### config.mk
export PLATFORM = sky130hd
export DESIGN_NAME = agc_loop
export DESIGN_NICKNAME = d
export VERILOG_FILES = /design/src/logic/agc_pkg.sv /design/src/logic/agc_loop.sv /design/src/logic/agc_lvl_est.sv
export SDC_FILE = /design/constraint.sdc
export NUM_CORES = 1
export LEC_CHECK = 0
export ABC_CLOCK_PERIOD_IN_PS = 17100
export BUFFER_PORTS_ARGS = -buffer_cell sky130_fd_sc_hd__buf_2
export CELL_PAD_IN_SITES_DETAIL_PLACEMENT = 0
export CELL_PAD_IN_SITES_GLOBAL_PLACEMENT = 1
export CORE_ASPECT_RATIO = 1.2
export CORE_MARGIN = 5
export CORE_UTILIZATION = 48
export CTS_BUF_LIST = sky130_fd_sc_hd__clkbuf_8
export CTS_CLUSTER_DIAMETER = 60
export DETAILED_ROUTE_END_ITERATION = 7
export PLACE_DENSITY_LB_ADDON = 0.1
export SYNTH_ARGS = -nofsm -noshare
export SYNTH_HDL_FRONTEND = slang
export SYNTH_HIERARCHICAL = 1
export SYNTH_SLANG_ARGS = --single-unit
### constraint.sdc
create_clock -name sys_clk -period 17.1 [get_ports sys_clk]
set_input_delay 1.71 -clock sys_clk [delete_from_list [all_inputs] [get_ports sys_clk]]
set_output_delay 1.71 -clock sys_clk [all_outputs]
set_load 0.05 [all_outputs]
### src/logic/agc_pkg.sv
package agc_pkg;

  // ----------------------------------------------------------------
  // Register offsets and reset values
  // ----------------------------------------------------------------
  localparam logic [7:0] AGC_ADDR_GAIN_HI = 8'h03;
  localparam logic [7:0] AGC_ADDR_GAIN_LO = 8'h04;
  localparam logic [7:0] AGC_ADDR_LOOP = 8'h05;
  localparam logic [7:0] AGC_ADDR_MODE = 8'h06;
  localparam logic [7:0] AGC_REG_RST = 8'h00;

  // ----------------------------------------------------------------
  // Field positions
  // ----------------------------------------------------------------
  localparam int AGC_MIX_BIT = 7;
  localparam int AGC_DGEN_BIT = 7;
  localparam int AGC_FAST_BIT = 3;

  // ----------------------------------------------------------------
  // Loop timing and gain ranges
  // ----------------------------------------------------------------
  localparam int AGC_TICK_DIV = 60;
  localparam logic [14:0] AGC_GAIN_MAX = 15'h3FFF;
  localparam logic [14:0] AGC_GAIN_MAX_DG = 15'h7FFF;
  localparam logic [14:0] AGC_DG_UNITY = 15'h4000;
  localparam logic [13:0] AGC_BACKOFF_UNITY = 14'h3FFF;
  localparam logic [13:0] AGC_SHIFT1_AT = 14'h1555;
  localparam logic [13:0] AGC_SHIFT0_AT = 14'h2AAA;
  localparam logic [5:0] AGC_LOOP_BASE_K = 6'h04;
  localparam logic [17:0] AGC_RST_W_BASE = 18'h00008;
  localparam logic [5:0] AGC_RSSI_FS = 6'h3C;
  localparam logic [3:0] AGC_PEND_MAX = 4'hF;
  localparam logic [7:0] AGC_CNT_MAX = 8'hFF;

  // Target levels on the 16-bit estimate scale, 1 = clip 5 dB under full scale
  function automatic logic [15:0] agc_ref_level(input logic [2:0] sel);
    unique case (sel)
      3'h1: return 16'h8FF3;
      3'h2: return 16'h65EA;
      3'h3: return 16'h4825;
      3'h4: return 16'h3314;
      default: return 16'h2428;
    endcase
  endfunction : agc_ref_level

endpackage : agc_pkg

### src/logic/agc_loop.sv
`timescale 1ns/1ns
module agc_loop import agc_pkg::*; #(
  parameter int SMP_W = 24
) (
  input wire logic sys_clk,
  input wire logic rstn,
  input wire logic reg_wr,
  input wire logic [7:0] reg_addr,
  input wire logic [7:0] reg_wdata,
  output logic [7:0] reg_rdata,
  input wire logic [SMP_W-1:0] d1_i,
  input wire logic [SMP_W-1:0] d1_q,
  input wire logic d1_valid,
  input wire logic [SMP_W-1:0] dg_i,
  input wire logic [SMP_W-1:0] dg_q,
  input wire logic dg_valid,
  input wire logic adc_overload,
  input wire logic adc_reset,
  input wire logic out_strobe,
  output logic loop_tick,
  output logic [7:0] vga_dac_code,
  output logic dac_fast_acq,
  output logic mixer_extra_attenuation,
  output logic [13:0] dg_backoff,
  output logic [1:0] dg_shift,
  output logic [7:0] attenuation_report,
  output logic [5:0] strength,
  output logic [7:0] ovl_count,
  output logic [7:0] rst_count
);

  // ----------------------------------------------------------------
  // Host registers
  // ----------------------------------------------------------------
  logic [7:0] reg03_q;
  logic [7:0] reg04_q;
  logic [7:0] reg05_q;
  logic [7:0] reg06_q;
  logic [14:0] gain_q;
  logic [14:0] gain_d;

  always_ff @(posedge sys_clk or negedge rstn) begin
    if (!rstn) begin
      reg03_q <= AGC_REG_RST;
      reg04_q <= AGC_REG_RST;
      reg05_q <= AGC_REG_RST;
      reg06_q <= AGC_REG_RST;
    end else if (reg_wr) begin
      unique case (reg_addr)
        AGC_ADDR_GAIN_HI: reg03_q <= reg_wdata;
        AGC_ADDR_GAIN_LO: reg04_q <= reg_wdata;
        AGC_ADDR_LOOP: reg05_q <= reg_wdata;
        AGC_ADDR_MODE: reg06_q <= reg_wdata;
        default: ;
      endcase
    end
  end

  // Gain word reads back the live loop value
  always_ff @(posedge sys_clk or negedge rstn) begin
    if (!rstn) begin
      reg_rdata <= 8'h00;
    end else begin
      unique case (reg_addr)
        AGC_ADDR_GAIN_HI: reg_rdata <= {reg03_q[AGC_MIX_BIT], gain_q[14:8]};
        AGC_ADDR_GAIN_LO: reg_rdata <= gain_q[7:0];
        AGC_ADDR_LOOP: reg_rdata <= reg05_q;
        AGC_ADDR_MODE: reg_rdata <= reg06_q;
        default: reg_rdata <= 8'h00;
      endcase
    end
  end

  logic [3:0] attack_code;
  logic [3:0] decay_code;
  logic digital_gain_enable;
  logic [2:0] reset_weight_code;
  logic [2:0] reference_level_select;
  logic auto_mode;
  logic [14:0] host_word;

  always_comb begin
    attack_code = reg05_q[7:4];
    decay_code = reg05_q[3:0];
    digital_gain_enable = reg06_q[AGC_DGEN_BIT];
    reset_weight_code = reg06_q[6:4];
    reference_level_select = reg06_q[2:0];
    auto_mode = (reference_level_select != 3'h0);
    host_word = {reg03_q[6:0], reg04_q};
  end

  assign dac_fast_acq = reg06_q[AGC_FAST_BIT];
  assign mixer_extra_attenuation = reg03_q[AGC_MIX_BIT];

  // ----------------------------------------------------------------
  // Loop tick divider
  // ----------------------------------------------------------------
  logic [5:0] div_q;
  logic tick;

  assign tick = (div_q == 6'(AGC_TICK_DIV - 1));
  assign loop_tick = tick;

  always_ff @(posedge sys_clk or negedge rstn) begin
    if (!rstn) begin
      div_q <= 6'h00;
    end else if (tick) begin
      div_q <= 6'h00;
    end else begin
      div_q <= div_q + 6'h01;
    end
  end

  // ----------------------------------------------------------------
  // Level estimators
  // ----------------------------------------------------------------
  logic [15:0] lvl_d1;
  logic [15:0] lvl_dg;
  logic [15:0] lvl;
  logic [15:0] ref_lvl;

  agc_lvl_est #(.SMP_W(SMP_W)) u_est_first (
    .sys_clk(sys_clk),
    .rstn(rstn),
    .smp_i(d1_i),
    .smp_q(d1_q),
    .smp_valid(d1_valid),
    .tick(tick),
    .level_q(lvl_d1)
  );

  agc_lvl_est #(.SMP_W(SMP_W)) u_est_dgain (
    .sys_clk(sys_clk),
    .rstn(rstn),
    .smp_i(dg_i),
    .smp_q(dg_q),
    .smp_valid(dg_valid),
    .tick(tick),
    .level_q(lvl_dg)
  );

  always_comb begin
    if (digital_gain_enable && (lvl_dg > lvl_d1)) begin
      lvl = lvl_dg;
    end else begin
      lvl = lvl_d1;
    end
    ref_lvl = agc_ref_level(reference_level_select);
  end

  // ----------------------------------------------------------------
  // ADC event synchronisers and per-period counters
  // ----------------------------------------------------------------
  logic [1:0] ev_s1_q;
  logic [1:0] ev_s2_q;
  logic [1:0] ev_s3_q;
  logic ovl_ev;
  logic rst_ev;

  always_ff @(posedge sys_clk or negedge rstn) begin
    if (!rstn) begin
      ev_s1_q <= 2'b00;
      ev_s2_q <= 2'b00;
      ev_s3_q <= 2'b00;
    end else begin
      ev_s1_q <= {adc_reset, adc_overload};
      ev_s2_q <= ev_s1_q;
      ev_s3_q <= ev_s2_q;
    end
  end

  assign ovl_ev = ev_s2_q[0] & ~ev_s3_q[0];
  assign rst_ev = ev_s2_q[1] & ~ev_s3_q[1];

  function automatic logic [7:0] cnt_next(input logic [7:0] c, input logic ev,
                                          input logic restart);
    logic [7:0] base;
    base = restart ? 8'h00 : c;
    if (ev && base != AGC_CNT_MAX) begin
      return base + 8'h01;
    end
    return base;
  endfunction : cnt_next

  logic [7:0] ovl_run_q;
  logic [7:0] rst_run_q;

  // Event in the strobe cycle opens the next period, never lost
  always_ff @(posedge sys_clk or negedge rstn) begin
    if (!rstn) begin
      ovl_run_q <= 8'h00;
      rst_run_q <= 8'h00;
      ovl_count <= 8'h00;
      rst_count <= 8'h00;
    end else begin
      ovl_run_q <= cnt_next(ovl_run_q, ovl_ev, out_strobe);
      rst_run_q <= cnt_next(rst_run_q, rst_ev, out_strobe);
      if (out_strobe) begin
        ovl_count <= ovl_run_q;
        rst_count <= rst_run_q;
      end
    end
  end

  // Reset events waiting for the next loop tick
  logic [3:0] pend_q;

  always_ff @(posedge sys_clk or negedge rstn) begin
    if (!rstn) begin
      pend_q <= 4'h0;
    end else if (tick) begin
      pend_q <= {3'h0, rst_ev};
    end else if (rst_ev && pend_q != AGC_PEND_MAX) begin
      pend_q <= pend_q + 4'h1;
    end
  end

  // ----------------------------------------------------------------
  // Gain update
  // ----------------------------------------------------------------
  // Shift by k half-octaves: odd k adds a factor of about 1/root two
  function automatic logic [15:0] step_scale(input logic [15:0] d, input logic [5:0] k);
    logic [15:0] s;
    s = d >> k[5:1];
    if (k[0]) begin
      s = s - (s >> 2) - (s >> 5) - (s >> 6);
    end
    return s;
  endfunction : step_scale

  logic [5:0] k_att;
  logic [5:0] k_dec;
  logic [15:0] err;
  logic lvl_high;
  logic [17:0] up_step;
  logic [17:0] dn_step;
  logic [17:0] rst_add;
  logic [17:0] sum;
  logic [17:0] net;
  logic [14:0] lim;

  always_comb begin
    k_att = AGC_LOOP_BASE_K + {2'b00, 4'hF - attack_code};
    k_dec = k_att + {2'b00, decay_code};
    lvl_high = (lvl > ref_lvl);
    err = lvl_high ? (lvl - ref_lvl) : (ref_lvl - lvl);
    up_step = lvl_high ? {2'b00, step_scale(err, k_att)} : 18'h00000;
    dn_step = lvl_high ? 18'h00000 : {2'b00, step_scale(err, k_dec)};
    rst_add = (AGC_RST_W_BASE << reset_weight_code) * {14'h0000, pend_q};
    lim = digital_gain_enable ? AGC_GAIN_MAX_DG : AGC_GAIN_MAX;
    sum = {3'b000, gain_q} + up_step + rst_add;
    net = (sum < dn_step) ? 18'h00000 : (sum - dn_step);
    if (!auto_mode) begin
      gain_d = host_word;
    end else if (tick) begin
      gain_d = (net > {3'b000, lim}) ? lim : net[14:0];
    end else begin
      gain_d = gain_q;
    end
  end

  always_ff @(posedge sys_clk or negedge rstn) begin
    if (!rstn) begin
      gain_q <= 15'h0000;
    end else begin
      gain_q <= gain_d;
    end
  end

  // ----------------------------------------------------------------
  // Split of the gain word between analog and digital paths
  // ----------------------------------------------------------------
  logic [13:0] ana_att;
  logic [13:0] dig_back;
  logic [21:0] rssi_prod;

  always_comb begin
    if (!digital_gain_enable) begin
      ana_att = gain_q[13:0];
      dig_back = AGC_BACKOFF_UNITY;
    end else if (gain_q >= AGC_DG_UNITY) begin
      ana_att = gain_q[13:0];
      dig_back = AGC_BACKOFF_UNITY;
    end else begin
      ana_att = 14'h0000;
      dig_back = gain_q[13:0];
    end
    rssi_prod = lvl * {10'h000, AGC_RSSI_FS};
  end

  always_ff @(posedge sys_clk or negedge rstn) begin
    if (!rstn) begin
      vga_dac_code <= 8'h00;
      dg_backoff <= AGC_BACKOFF_UNITY;
      dg_shift <= 2'h0;
      attenuation_report <= 8'h00;
    end else begin
      vga_dac_code <= ana_att[13:6];
      dg_backoff <= dig_back;
      if (dig_back < AGC_SHIFT1_AT) begin
        dg_shift <= 2'h2;
      end else if (dig_back < AGC_SHIFT0_AT) begin
        dg_shift <= 2'h1;
      end else begin
        dg_shift <= 2'h0;
      end
      attenuation_report <= {reg03_q[AGC_MIX_BIT], gain_q[14:8]};
    end
  end

  always_ff @(posedge sys_clk or negedge rstn) begin
    if (!rstn) begin
      strength <= 6'h00;
    end else if (tick) begin
      strength <= rssi_prod[21:16];
    end
  end
endmodule : agc_loop

### src/logic/agc_lvl_est.sv
`timescale 1ns/1ns
module agc_lvl_est #(
  parameter int SMP_W = 24
) (
  input wire logic sys_clk,
  input wire logic rstn,
  input wire logic [SMP_W-1:0] smp_i,
  input wire logic [SMP_W-1:0] smp_q,
  input wire logic smp_valid,
  input wire logic tick,
  output logic [15:0] level_q
);

  logic [SMP_W-1:0] abs_i;
  logic [SMP_W-1:0] abs_q;
  logic [SMP_W:0] sum;
  logic [15:0] cur;
  logic [15:0] peak_q;
  logic [15:0] peak_now;

  // ----------------------------------------------------------------
  // Magnitude estimate |I| + |Q|
  // ----------------------------------------------------------------
  always_comb begin
    abs_i = smp_i[SMP_W-1] ? (~smp_i + 1'b1) : smp_i;
    abs_q = smp_q[SMP_W-1] ? (~smp_q + 1'b1) : smp_q;
    sum = {1'b0, abs_i} + {1'b0, abs_q};
    cur = smp_valid ? sum[SMP_W -: 16] : 16'h0000;
    peak_now = (cur > peak_q) ? cur : peak_q;
  end

  // ----------------------------------------------------------------
  // Peak over one loop period, published on the tick
  // ----------------------------------------------------------------
  always_ff @(posedge sys_clk or negedge rstn) begin
    if (!rstn) begin
      peak_q <= 16'h0000;
    end else if (tick) begin
      peak_q <= 16'h0000;
    end else begin
      peak_q <= peak_now;
    end
  end

  always_ff @(posedge sys_clk or negedge rstn) begin
    if (!rstn) begin
      level_q <= 16'h0000;
    end else if (tick) begin
      level_q <= peak_now;
    end
  end
endmodule : agc_lvl_est

==> flow_summary.toml <==
[outcome]
status = "complete, but fails checks"
violations = "design-rule violations"

[yosys]
yosysMostFrequentCell = "inv_1"
synth_commonest_cells = "inv_1 (300), nand2_1 (268), ha_1 (251)"
syn_inst = 3047
yosysTopAreaCellShare_pct = 19.0
synth_edf_count = 0
async_reset_ff_share_pct = 100
synthTopCellsByArea = "dfrtp_1 (19%), ha_1 (12%), fa_1 (8.0%)"
yosys_most_used_dff = "dfrtp_1"
yosysWarningCount = 6
syn_nets = 3519
yosysSeqAreaShare_pct = 20.4
avgSynthCellArea_um2 = 8.28
synth.ff_latch_count = 205
yosysTopAreaCell = "dfrtp_1"
synthDistinctLibCells = 118
syn_area_mm2 = 0.0252

[sta]
skew_ns = 0.0433
setup_ws_ns = 1.41
slew_headroom_pct = 25.4
min_period_ns = 15.69
tns_ns = 0
tightestPinTransition_ns = 1.12
drv_slew = 0
setup_viol = 0
clock.fmax_mhz = 63.7
fin_crit_sh_pct = 91.8
rsz0062_at_grt = "false"
final-hold-violation-count = 0

[global_route]
grt.met1_usage_pct = 30.7
grt_pass1_wl_um = 122000
busiest_layer = "met2"
grt_overflow = 0
met3_usage_pct = 2.35
grt_usage_pct = 26.2
antenna_found_initial = 0
grt_pass1_vias = 22971
grt_max_degree = 87
met2_usage_pct = 49.6

[routing]
via_per_inst = 5.86
routed_wl_um = 76400
ant_nets = 0
vias = 22908
firstDrtPassIters = 8
avgRoutedWirePerCell_um = 19.6
remaining_drc_errors = 3
first_iter_violations = 1559

[worst_hold_path]
min_from = "ev_s1_q[0]"
whs_path_depth = 0
holdPathEnd = "ev_s2_q[0]"
worstHoldPathType = "reg -> reg"

[clock_tree]
numCtsBuffers = 38
ctsHoldBuffers = 0
tritoncts = "yes"
clock-sinks = 205
clk_pin_slew_ns = 0.06
cts_buffer_depth = 3
clock_latency_ns = 0.61
h-tree-depth = 2
cts_root_buffer = "clkbuf_8"

[critical_path]
cp_top_family = "compound AO/OA/AOI/OAI gates"
critPathSlowestCell = "nor3_1"
crit_start = "u_est_first/level_q[13]"
worstPathRequired_ns = 17.63
r2r_cells = 63
cpPeakStageDelay_ns = 0.68
r2r_start = "u_est_first/level_q[13]"
startpoint_type = "flop"
regToRegEndpoint = "gain_q[14]"
critPathMaxFanout = 43
endpoint_kind = "flop"
worstPathArrival_ns = 16.22
r2r_setup_slack_ns = 1.41
cp.buffers_inverters = 6
cp.depth = 63
worst-setup-path-type = "reg -> reg"
crit_top_cell = "o21ai_0"

[floorplanning]
io-pin-count = 185
start_util_pct = 48.3
fp.coreArea_mm2 = 0.0523
die-area_mm2 = 0.0572
die_w_um = 219
rows = 92
die_y_um = 261

[power_and_ir_drop]
leakagePower_nw = 12.8
total_power_mw = 4.86
p_sw_share_pct = 51.9
combPwrFrac_pct = 78.6
p_per_area_mw_per_mm2 = 176
p_seq_share_pct = 11.0
ir_drop_mv = 0.229
power.switching_mw = 2.52
power_frac_clock_pct = 10.4
p_int_mw = 2.33

[finish]
diodes = 0
final_cells = 3906
finalNetCount = 3644
drive_gt1_share_pct = 14.1
syn_to_final_growth_pct = 9.16
final_cell_area_mm2 = 0.0275

[placement]
postPlaceCellArea_mm2 = 0.0267
place_hpwl_um = 61800
dp_cells = 3834
finalWeightedCongestion = 0.938
post-place-ws_ns = 0.678
port_buffers = 184

[job]
maxCapViolations = 0
-- worst register-to-register path: cells and delay by family (launching register included) --
family                     cells  cell delay, ns
DFF                            1            0.40
buffers and inverters          6            1.04
AOI/OAI and AO/OA             24            4.98
and+or+nand+nor               20            4.27
muxes                          2            0.40
adders and majority gates     11            4.55
-- layout make-up --
type	count	area, µm²
fillers	5162	24700
multi-input cells	2416	18400
flip-flops and latches	205	5150
inverters	305	1150
repair buffers	206	1090
well taps	705	882
clock buffers	45	619
clock inverters	24	194
-- metrics by stage --
| stage | hold slack, ns | util [%] |
|---|---|---|
| 2_1_floorplan | 0.331 | - |
| 3_3_place_gp | 0.339 | 51.0 |
| 3_5_place_dp | 0.338 | 51.0 |
| 4_1_cts | 0.351 | 52.6 |
| 5_1_grt | 0.363 | 52.7 |
| 6_report | 0.346 | 52.7 |
-- flip-flops by register name, summed over array words and instances (netlist names), 14 cells and up --
register,cells
u_est_dgain/level_q,16
u_est_dgain/peak_q,16
u_est_first/level_q,16
u_est_first/peak_q,16
gain_q,15
dg_backoff,14
-- power by group through the flow --
stage	Combinational, mW	Clock (mW)	Sequential (mW)
2_1_floorplan	2.88	0	0.546
3_3_place_gp	3.71	0	0.542
3_5_place_dp	3.75	0	0.542
4_1_cts	3.79	0.517	0.534
5_1_grt	4.31	0.538	0.536
6_report	3.82	0.503	0.534
-- logic make-up (layout without fill, tap and decap cells) --
kind of cell	count (synthesis)	in the layout	synth area share (%)
and+or+nand+nor	950	950	19.1
AOI/OAI and AO/OA	826	827	22.3
buffers and inverters	427	580	6.68
adders and majority gates	354	354	20.5
DFF	205	205	20.4
xor gates and xnor gates	169	169	5.90
muxes	116	116	5.04
-- worst max path at each step --
stage                     slack [ns]    endpoint
final                           1.41  gain_q[14]
after global routing            0.05  gain_q[14]
after CTS                       0.63  gain_q[14]
after detailed placement        0.68  gain_q[14]
after global placement          0.98  gain_q[14]
after floorplan                 2.91  gain_q[12]
-- layout by cell type, fill, tap and decap left out, types with 58 or more instances in the layout --
cell type and n:
a21oi_1 222, buf_2 183, dfrtp_1 191, fa_1 101, ha_1 251, inv_1 315, mux2_2 68, nand2_1 267
nand3_1 86, nor2_1 221, nor3_1 58, o21ai_0 160, xnor2_1 133
-- repair_timing --
action | CTS | global route
buffers inserted | 0 | 2
setup endpoints to repair | 0 | 14
resized for setup | 0 | 8
hold endpoints to repair | 0 | 0
-- per-layer routing --
layer	vias up	routed length (µm)
li1	11114	-
met1	11181	30600
met2	473	40400
met3	140	2400
met4	0	3000
met5	-	0
No activity file was read; power rests on OpenSTA's default activity.
